--- src/odtc_pkg.sv ---
// What this block does
// - termination enabled when any nominal or write strength bit is nonzero
// - enabled: termination follows the registered odt pin; disabled: always off
// - on/off decision uses only the odt pin, never command decode
// - synchronous timing whenever dll runs; precharge power-down keeps it if a12 set
// - synchronous timing: on and off follow the odt sample by the odt latency in cycles
// - odt latency equals cwl plus al minus two
// - dynamic strength switching enabled when either write strength bit is one
// - nominal strength from mr1 a9 a6 a2, write strength from mr2 a10 a9
// - dynamic: any write selects write strength after the switch latency
// - back to nominal after odt latency plus 4 (bc4) or 6 (bl8)
// - self-refresh keeps termination off and ignores odt
// - asynchronous timing does not delay odt by additive latency
package odtc_pkg;
  localparam int unsigned DW         = 16;
  localparam int unsigned AW         = 4;
  localparam int unsigned DLY_W      = 5;
  localparam int unsigned DLY_DEPTH  = 32;
  // register word indices
  localparam logic [3:0] ADDR_MR0    = 4'h0;
  localparam logic [3:0] ADDR_MR1    = 4'h1;
  localparam logic [3:0] ADDR_MR2    = 4'h2;
  localparam logic [3:0] ADDR_STAT   = 4'h3;
  localparam logic [15:0] MR_RST     = 16'h0000;
  // field positions
  localparam int unsigned MR0_PPD_DLL = 12;
  localparam int unsigned MR0_CL_LO   = 4;
  localparam int unsigned MR1_AL_LO   = 3;
  localparam int unsigned MR1_NOM_A2  = 2;
  localparam int unsigned MR1_NOM_A6  = 6;
  localparam int unsigned MR1_NOM_A9  = 9;
  localparam int unsigned MR2_CWL_LO  = 3;
  localparam int unsigned MR2_WR_A9   = 9;
  localparam int unsigned MR2_WR_A10  = 10;
  // latency offsets in cycles
  localparam logic [4:0] CL_BASE     = 5'h04;
  localparam logic [4:0] CWL_BASE    = 5'h05;
  localparam logic [4:0] ODTL_SUB    = 5'h02;
  localparam logic [4:0] ODTH_BC4    = 5'h04;
  localparam logic [4:0] ODTH_BL8    = 5'h06;
  localparam logic [4:0] SYNC_STAGES = 5'h03;
  localparam logic [1:0] AL_ZERO     = 2'h0;
  localparam logic [1:0] AL_CL_M1    = 2'h1;
  localparam logic [1:0] AL_CL_M2    = 2'h2;
endpackage

--- src/odtc_delay.sv ---
`timescale 1ns/1ps
module odtc_delay (
  input  wire logic                       sys_clk,  // core clock
  input  wire logic                       rst_n,    // async reset, low
  input  wire logic                       din,      // bit to delay
  input  wire logic [odtc_pkg::DLY_W-1:0] tap,      // stage selected
  output logic                            dout      // stage tap, delayed
);
  logic [odtc_pkg::DLY_DEPTH-1:0] sr_ff;

  // stage k holds din as sampled k+1 edges ago
  always_ff @(posedge sys_clk or negedge rst_n) begin
    if (!rst_n) begin
      sr_ff <= '0;
    end else begin
      sr_ff <= {sr_ff[odtc_pkg::DLY_DEPTH-2:0], din};
    end
  end

  assign dout = sr_ff[tap];
endmodule // odtc_delay

--- src/odtc_sync2.sv ---
`timescale 1ns/1ps
module odtc_sync2 (
  input  wire logic sys_clk,  // core clock
  input  wire logic rst_n,    // async reset, active low
  input  wire logic din,      // asynchronous level
  output logic      dout      // synchronised level
);
  logic meta_ff;
  logic sync_ff;

  always_ff @(posedge sys_clk or negedge rst_n) begin
    if (!rst_n) begin
      meta_ff <= 1'b0;
      sync_ff <= 1'b0;
    end else begin
      meta_ff <= din;
      sync_ff <= meta_ff;
    end
  end

  assign dout = sync_ff;
endmodule // odtc_sync2

--- src/odtc_top.sv ---
`timescale 1ns/1ps
module odtc_top (
  input  wire logic                    sys_clk,     // command clock
  input  wire logic                    rst_n,       // async reset, low
  input  wire logic [odtc_pkg::AW-1:0] reg_addr,    // register word index
  input  wire logic [odtc_pkg::DW-1:0] reg_wdata,   // write data
  input  wire logic                    reg_wr,      // write strobe
  input  wire logic                    reg_rd,      // read strobe
  output logic      [odtc_pkg::DW-1:0] reg_rdata,   // read data, next cycle
  input  wire logic                    odt_pin,     // odt ball
  input  wire logic                    wr_cmd,      // write registered, pulse
  input  wire logic                    wr_bc4,      // write is burst chop 4
  input  wire logic                    self_ref,    // in self-refresh
  input  wire logic                    pd_pre,      // in precharge power-down
  output logic                         rtt_on,      // termination switched on
  output logic                         rtt_is_wr,   // write strength in use
  output logic      [2:0]              rtt_code     // strength code applied
);

  ////////////////////////////////////////////////////////////////////////////
  // mode register images

  logic [odtc_pkg::DW-1:0] mr0_ff;
  logic [odtc_pkg::DW-1:0] mr1_ff;
  logic [odtc_pkg::DW-1:0] mr2_ff;
  logic [odtc_pkg::DW-1:0] rdata_ff;

  always_ff @(posedge sys_clk or negedge rst_n) begin
    if (!rst_n) begin
      mr0_ff <= odtc_pkg::MR_RST;
      mr1_ff <= odtc_pkg::MR_RST;
      mr2_ff <= odtc_pkg::MR_RST;
    end else if (reg_wr) begin
      case (reg_addr)
        odtc_pkg::ADDR_MR0: mr0_ff <= reg_wdata;
        odtc_pkg::ADDR_MR1: mr1_ff <= reg_wdata;
        odtc_pkg::ADDR_MR2: mr2_ff <= reg_wdata;
        default: ;
      endcase
    end
  end

  ////////////////////////////////////////////////////////////////////////////
  // field decode

  logic [2:0] nom_bits;
  logic [1:0] wr_bits;
  logic       odt_enabled;
  logic       dyn_en;
  logic       async_mode;

  assign nom_bits = {mr1_ff[odtc_pkg::MR1_NOM_A9],
                     mr1_ff[odtc_pkg::MR1_NOM_A6],
                     mr1_ff[odtc_pkg::MR1_NOM_A2]};
  assign wr_bits  = {mr2_ff[odtc_pkg::MR2_WR_A10],
                     mr2_ff[odtc_pkg::MR2_WR_A9]};
  assign odt_enabled = (|nom_bits) | (|wr_bits);
  assign dyn_en      = |wr_bits;
  // dll frozen only in precharge power-down with a12 clear
  assign async_mode  = pd_pre & ~mr0_ff[odtc_pkg::MR0_PPD_DLL];

  ////////////////////////////////////////////////////////////////////////////
  // latency arithmetic, all 5-bit cycle counts

  logic [4:0] cl;
  logic [4:0] cwl;
  logic [4:0] al;
  logic [4:0] odtl;
  logic [4:0] odtl_tap;
  logic [4:0] cnw_tap;
  logic [4:0] cwn;

  assign cl  = odtc_pkg::CL_BASE +
               {2'b00, mr0_ff[odtc_pkg::MR0_CL_LO +: 3]};
  assign cwl = odtc_pkg::CWL_BASE +
               {2'b00, mr2_ff[odtc_pkg::MR2_CWL_LO +: 3]};

  always_comb begin
    case (mr1_ff[odtc_pkg::MR1_AL_LO +: 2])
      odtc_pkg::AL_CL_M1: al = cl - 5'h01;
      odtc_pkg::AL_CL_M2: al = cl - 5'h02;
      default:            al = 5'h00;
    endcase
  end

  assign odtl = cwl + al - odtc_pkg::ODTL_SUB;
  // two sync stages and the output flop are part of the latency
  assign odtl_tap = odtl - odtc_pkg::SYNC_STAGES;
  // output flop adds one cycle to the write strength switch
  assign cnw_tap  = odtl - 5'h01;
  assign cwn = odtl + (wr_bc4 ? odtc_pkg::ODTH_BC4
                              : odtc_pkg::ODTH_BL8);

  ////////////////////////////////////////////////////////////////////////////
  // odt pin path

  logic odt_s;
  logic odt_dly;

  odtc_sync2 u_odt_sync (
    .sys_clk (sys_clk),
    .rst_n   (rst_n),
    .din     (odt_pin),
    .dout    (odt_s)
  );

  // the shift register keeps running in every mode so that returning
  // to synchronous timing picks up the true pin history
  odtc_delay u_odt_dly (
    .sys_clk (sys_clk),
    .rst_n   (rst_n),
    .din     (odt_s),
    .tap     (odtl_tap),
    .dout    (odt_dly)
  );

  ////////////////////////////////////////////////////////////////////////////
  // termination on/off

  logic rtt_on_ff;
  logic nxt_rtt_on;

  always_comb begin
    if (self_ref || !odt_enabled) begin
      nxt_rtt_on = 1'b0;
    end else if (async_mode) begin
      nxt_rtt_on = odt_s;
    end else begin
      nxt_rtt_on = odt_dly;
    end
  end

  always_ff @(posedge sys_clk or negedge rst_n) begin
    if (!rst_n) begin
      rtt_on_ff <= 1'b0;
    end else begin
      rtt_on_ff <= nxt_rtt_on;
    end
  end

  ////////////////////////////////////////////////////////////////////////////
  // dynamic strength selection

  logic       wr_start;
  logic       wr_take;
  logic       wr_sel_ff;
  logic [4:0] cwn_cnt_ff;

  assign wr_take = wr_cmd & dyn_en & ~self_ref;

  odtc_delay u_cnw_dly (
    .sys_clk (sys_clk),
    .rst_n   (rst_n),
    .din     (wr_take),
    .tap     (cnw_tap),
    .dout    (wr_start)
  );

  // a later write reloads the count; writes cannot come closer than
  // the burst, so the restart never shortens a window in flight
  always_ff @(posedge sys_clk or negedge rst_n) begin
    if (!rst_n) begin
      cwn_cnt_ff <= 5'h00;
    end else if (wr_take) begin
      cwn_cnt_ff <= cwn;
    end else if (cwn_cnt_ff != 5'h00) begin
      cwn_cnt_ff <= cwn_cnt_ff - 5'h01;
    end
  end

  always_ff @(posedge sys_clk or negedge rst_n) begin
    if (!rst_n) begin
      wr_sel_ff <= 1'b0;
    end else if (!dyn_en || self_ref) begin
      wr_sel_ff <= 1'b0;
    end else if (wr_start) begin
      wr_sel_ff <= 1'b1;
    end else if (cwn_cnt_ff == 5'h01) begin
      wr_sel_ff <= 1'b0;
    end
  end

  ////////////////////////////////////////////////////////////////////////////
  // strength code, registered from the select, one cycle after it

  logic [2:0] code_ff;

  always_ff @(posedge sys_clk or negedge rst_n) begin
    if (!rst_n) begin
      code_ff <= 3'h0;
    end else if (wr_sel_ff) begin
      code_ff <= {1'b0, wr_bits};
    end else begin
      code_ff <= nom_bits;
    end
  end

  ////////////////////////////////////////////////////////////////////////////
  // read port

  always_ff @(posedge sys_clk or negedge rst_n) begin
    if (!rst_n) begin
      rdata_ff <= '0;
    end else if (reg_rd) begin
      case (reg_addr)
        odtc_pkg::ADDR_MR0:  rdata_ff <= mr0_ff;
        odtc_pkg::ADDR_MR1:  rdata_ff <= mr1_ff;
        odtc_pkg::ADDR_MR2:  rdata_ff <= mr2_ff;
        odtc_pkg::ADDR_STAT: rdata_ff <= {3'h0, odtl, 3'h0, async_mode,
                                          dyn_en, odt_enabled,
                                          wr_sel_ff, rtt_on_ff};
        default:             rdata_ff <= '0;
      endcase
    end else begin
      rdata_ff <= '0;
    end
  end

  assign reg_rdata = rdata_ff;
  assign rtt_on    = rtt_on_ff;
  assign rtt_is_wr = wr_sel_ff;
  assign rtt_code  = code_ff;

endmodule // odtc_top

--- config.mk ---
export PLATFORM = sky130hd
export DESIGN_NAME = odtc_top
export DESIGN_NICKNAME = d
export VERILOG_FILES = /design/src/odtc_pkg.sv /design/src/odtc_delay.sv /design/src/odtc_sync2.sv /design/src/odtc_top.sv
export SDC_FILE = /design/constraint.sdc
export NUM_CORES = 1
export LEC_CHECK = 0
export BUFFER_PORTS_ARGS = -buffer_cell sky130_fd_sc_hd__buf_2
export CAP_MARGIN = 20
export CORE_ASPECT_RATIO = 1.2
export CORE_MARGIN = 8
export CORE_UTILIZATION = 40
export CTS_BUF_LIST = sky130_fd_sc_hd__clkbuf_8
export DETAILED_ROUTE_END_ITERATION = 8
export PLACE_DENSITY = 0.55
export SLEW_MARGIN = 30
export SYNTH_ARGS = -nofsm -noshare
export SYNTH_HDL_FRONTEND = slang
export SYNTH_SLANG_ARGS = --single-unit
--- constraint.sdc ---
create_clock -name sys_clk -period 4.3 [get_ports sys_clk]
set_clock_uncertainty 0.2 [all_clocks]
set_input_delay 0.215 -clock sys_clk [delete_from_list [all_inputs] [get_ports sys_clk]]
set_output_delay 0.215 -clock sys_clk [all_outputs]
set_load 0.03 [all_outputs]
==> impl_metrics.py <==
metrics = {
    "detailed_routing": {
        "wl_mm": 12.01,
        "drt_pass1_iterations": 7,
        "drcViolationCount": 0,
        "wl_per_cell_um": 18.31,
        "drtAntennaViolNets": 0,
        "vias": 3421,
        "drt-initial-drc-count": 214,
        "avgViaCountPerCell": 5.215,
    },
    "power_and_ir_drop": {
        "irDropWorstVdd_mv": 0.2553,
        "power.total_mw": 4.106,
        "power.leakage_nw": 3.185,
        "power_density_nw_per_um2": 607.3,
    },
    "setup_path": {
        "rr_startpoint": "mr0_ff[5]",
        "crit_path_top_delay_cell": "fa_1",
        "required_ps": 4420,
        "path_cells": "inv_1, ha_1, inv_1, a22oi_1, or2_2, ha_1, inv_1, ha_1, fa_1, xor2_1, mux2i_1, mux2i_1, mux2i_1, a21boi_0",
        "endpoint": "rtt_is_wr",
        "cp.depth": 14,
        "worstPathMaxFanout": 9,
        "max_stage_delay_ps": 710,
        "end_kind": "register",
        "crit_start": "mr0_ff[5]",
        "critPathBufInv": 3,
        "path_delay_family": "adder cells",
        "crit_type": "register to register",
        "r2r_cells": 14,
        "r2r_setup_slack_ps": 410,
        "crit_arrival_ps": 4010,
        "critPathLaunchType": "register",
        "r2r_end": "rtt_is_wr",
    },
    "clock_network": {
        "h-tree-depth": 4,
        "clk_latency_ps": 440,
        "cts_made_buffers": 17,
        "clockBufferDepth": 2,
        "clockRootBuffer": "clkbuf_8",
        "cts_sinks": 140,
        "cts-resized-gates": 0,
        "clkTransAtPathRegs_ps": 70,
        "tritoncts": "built",
    },
    "sta": {
        "drv_slew": 0,
        "relSlewSlack_pct": 44.40,
        "fmax_mhz": 257.0,
        "rsz0062_at_grt": "false",
        "min_period_ps": 3891,
        "worstMarginPinSlew_ps": 833.9,
        "hold_viol_final": 0,
        "finalSetupViolCount": 0,
        "fin_setup_tns_ps": 0,
        "period_share_pct": 90.48,
    },
    "finish": {
        "drive_gt1_share_pct": 29.31,
        "final_core_util_pct": 47.50,
        "area_growth_pct": 17.22,
        "stdcell_count": 656,
        "diodes": 0,
        "nFillCells": 1279,
        "fin_nets": 518,
        "finalInstanceArea_sq_um": 6761,
    },
    "die": {
        "initial_core_util_pct": 40.52,
        "coreArea_sq_um": 14230,
        "die_x_um": 125.6,
        "top_level_ports": 50,
        "rows": 48,
        "die-area_sq_um": 18530,
        "fp.dieH_um": 147.5,
    },
    "global_route": {
        "antenna_found_initial": 0,
        "overflow": 0,
        "grt_pass1_wl_mm": 20.15,
        "grt.total_usage_pct": 14.02,
        "grt_pass1_vias": 3820,
        "grt_max_degree": 115,
    },
    "placed_design": {
        "placedCellCount": 605,
        "io_buffers": 49,
        "place_congestion": 0.8070,
        "hpwlAfterDp_mm": 7.831,
        "place_area_sq_um": 6206,
    },
    "yosys": {
        "synth_cell_types": 44,
        "synth_seq_area_share_pct": 60.74,
        "netlist_top_cells_count": "dfrtp_1, mux2_2, a22oi_1, ha_1, inv_1",
        "synth_seq_cells": 140,
        "syn_inst": 388,
        "netlist_top_cells_area": "dfrtp_1, mux2_2, ha_1, mux4_2, mux4_1",
        "synth_top_area_share_pct": 60.74,
        "synth.net_count": 437,
        "yosys_most_used_dff": "dfrtp_1",
        "synth.avg_cell_area_sq_um": 14.87,
        "netlist.top_cell.by_area": "dfrtp_1",
        "synth_area_sq_um": 5768,
        "synth.most_common_cell": "dfrtp_1",
        "synthArstFlopShare_pct": 100.0,
        "synth_edf_count": 0,
        "yosys_warnings": 0,
    },
    "hold_path": {
        "hold-path-cell-count": 4,
        "hp-class": "input pin to register",
    },
    "run": {
        "drv_cap": 0,
    },
    "run_status": {
        "status": "finished, final reports clean",
    },
}
==> flip-flops by register name (all words and copies together), names as in the netlist <==
name                flops
u_cnw_dly.sr_ff        32
u_odt_dly.sr_ff        32
mr0_ff                 16
mr1_ff                 16
mr2_ff                 16
reg_rdata              16
cwn_cnt_ff              5
rtt_code                3
rtt_is_wr               1
rtt_on                  1
u_odt_sync.dout         1
u_odt_sync.meta_ff      1
==> power breakdown <==
part           switching (mW)  internal, mW  total (mW)
logic                   0.765         0.745        1.51
clock network           0.459         0.486       0.945
registers               0.138          1.51        1.65
total                    1.36          2.74        4.11
==> cell families after synthesis <==
| kind of cell | count (synthesis) | share of synthesized area (%) |
|---|---|---|
| DFF | 140 | 60.74 |
| muxes | 77 | 18.33 |
| AOI/OAI and AO/OA | 54 | 6.594 |
| and+or+nand+nor | 51 | 5.098 |
| buffers and inverters | 32 | 2.646 |
| adders and majority gates | 20 | 4.469 |
| xor gates and xnor gates | 14 | 2.126 |
==> area by class of cell <==
class | instances | area [sq um] | share of cell area (%)
clock inverters | 11 | 80.08 | 1.184
repair buffers | 75 | 500.5 | 7.402
clock buffers | 20 | 275.3 | 4.071
inverters | 19 | 71.32 | 1.055
multi-input cells | 216 | 2112 | 31.24
flip-flops and latches | 140 | 3503 | 51.81
well taps | 175 | 219.0 | 3.238
==> layer usage <==
layer | GRT usage, % | wire length [um] | vias to the layer above
met2 | 22.25 | 5818 | 78
met5 | 0 | 0 | -
met1 | 17.24 | 5393 | 1764
met3 | 4.505 | 601 | 16
li1 | - | - | 1563
met4 | 6.101 | 198 | 0
==> worst register-to-register path, cell delays in order (launching register included) <==
cell and delay, ps:
dfrtp_1 410, inv_1 130, ha_1 240, inv_1 50
a22oi_1 70, or2_2 280, ha_1 270, inv_1 40
ha_1 210, fa_1 710, xor2_1 540, mux2i_1 290
mux2i_1 90, mux2i_1 140, a21boi_0 100
==> placed cells by master (no fill, tap or decap), types with 12 or more instances in the layout <==
| cell type | instances |
|---|---|
| a21oi_1 | 15 |
| mux2_2 | 39 |
| a22oi_1 | 19 |
| dfrtp_1 | 140 |
| nand2_1 | 12 |
| inv_1 | 23 |
| nor2_1 | 12 |
| buf_2 | 48 |
| dlygate4sd3_1 | 20 |
| clkbuf_8 | 20 |
| mux2_1 | 12 |
| ha_1 | 19 |
==> repair_timing <==
action / 4_1_cts / 5_1_grt
endpoints found under the hold margin: 168 / 0
hold buffers: 20 / 0
setup buffers: 0 / 0
setup endpoints to repair: 0 / 0
==> through the flow <==
| stage | worst slack, ps | hold slack [ps] |
|---|---|---|
| final | 409.2 | 53.96 |
| after global routing | 149.9 | 23.33 |
| after CTS | 415.2 | 17.09 |
| after detailed placement | 441.0 | 126.0 |
| after global placement | 477.8 | 126.4 |
| after floorplan | 799.0 | -280.6 |
==> how the worst min path moves through the flow <==
stage	endpoint	slack, ps	startpoint
final	cwn_cnt_ff[1]	50	wr_bc4
after global placement	u_odt_sync.meta_ff	130	odt_pin
after detailed placement	u_odt_sync.meta_ff	130	odt_pin
after CTS	cwn_cnt_ff[1]	20	wr_bc4
after global routing	cwn_cnt_ff[1]	20	wr_bc4
after floorplan	cwn_cnt_ff[0]	-280	rst_n
No activity file was read; power rests on OpenSTA's default activity.
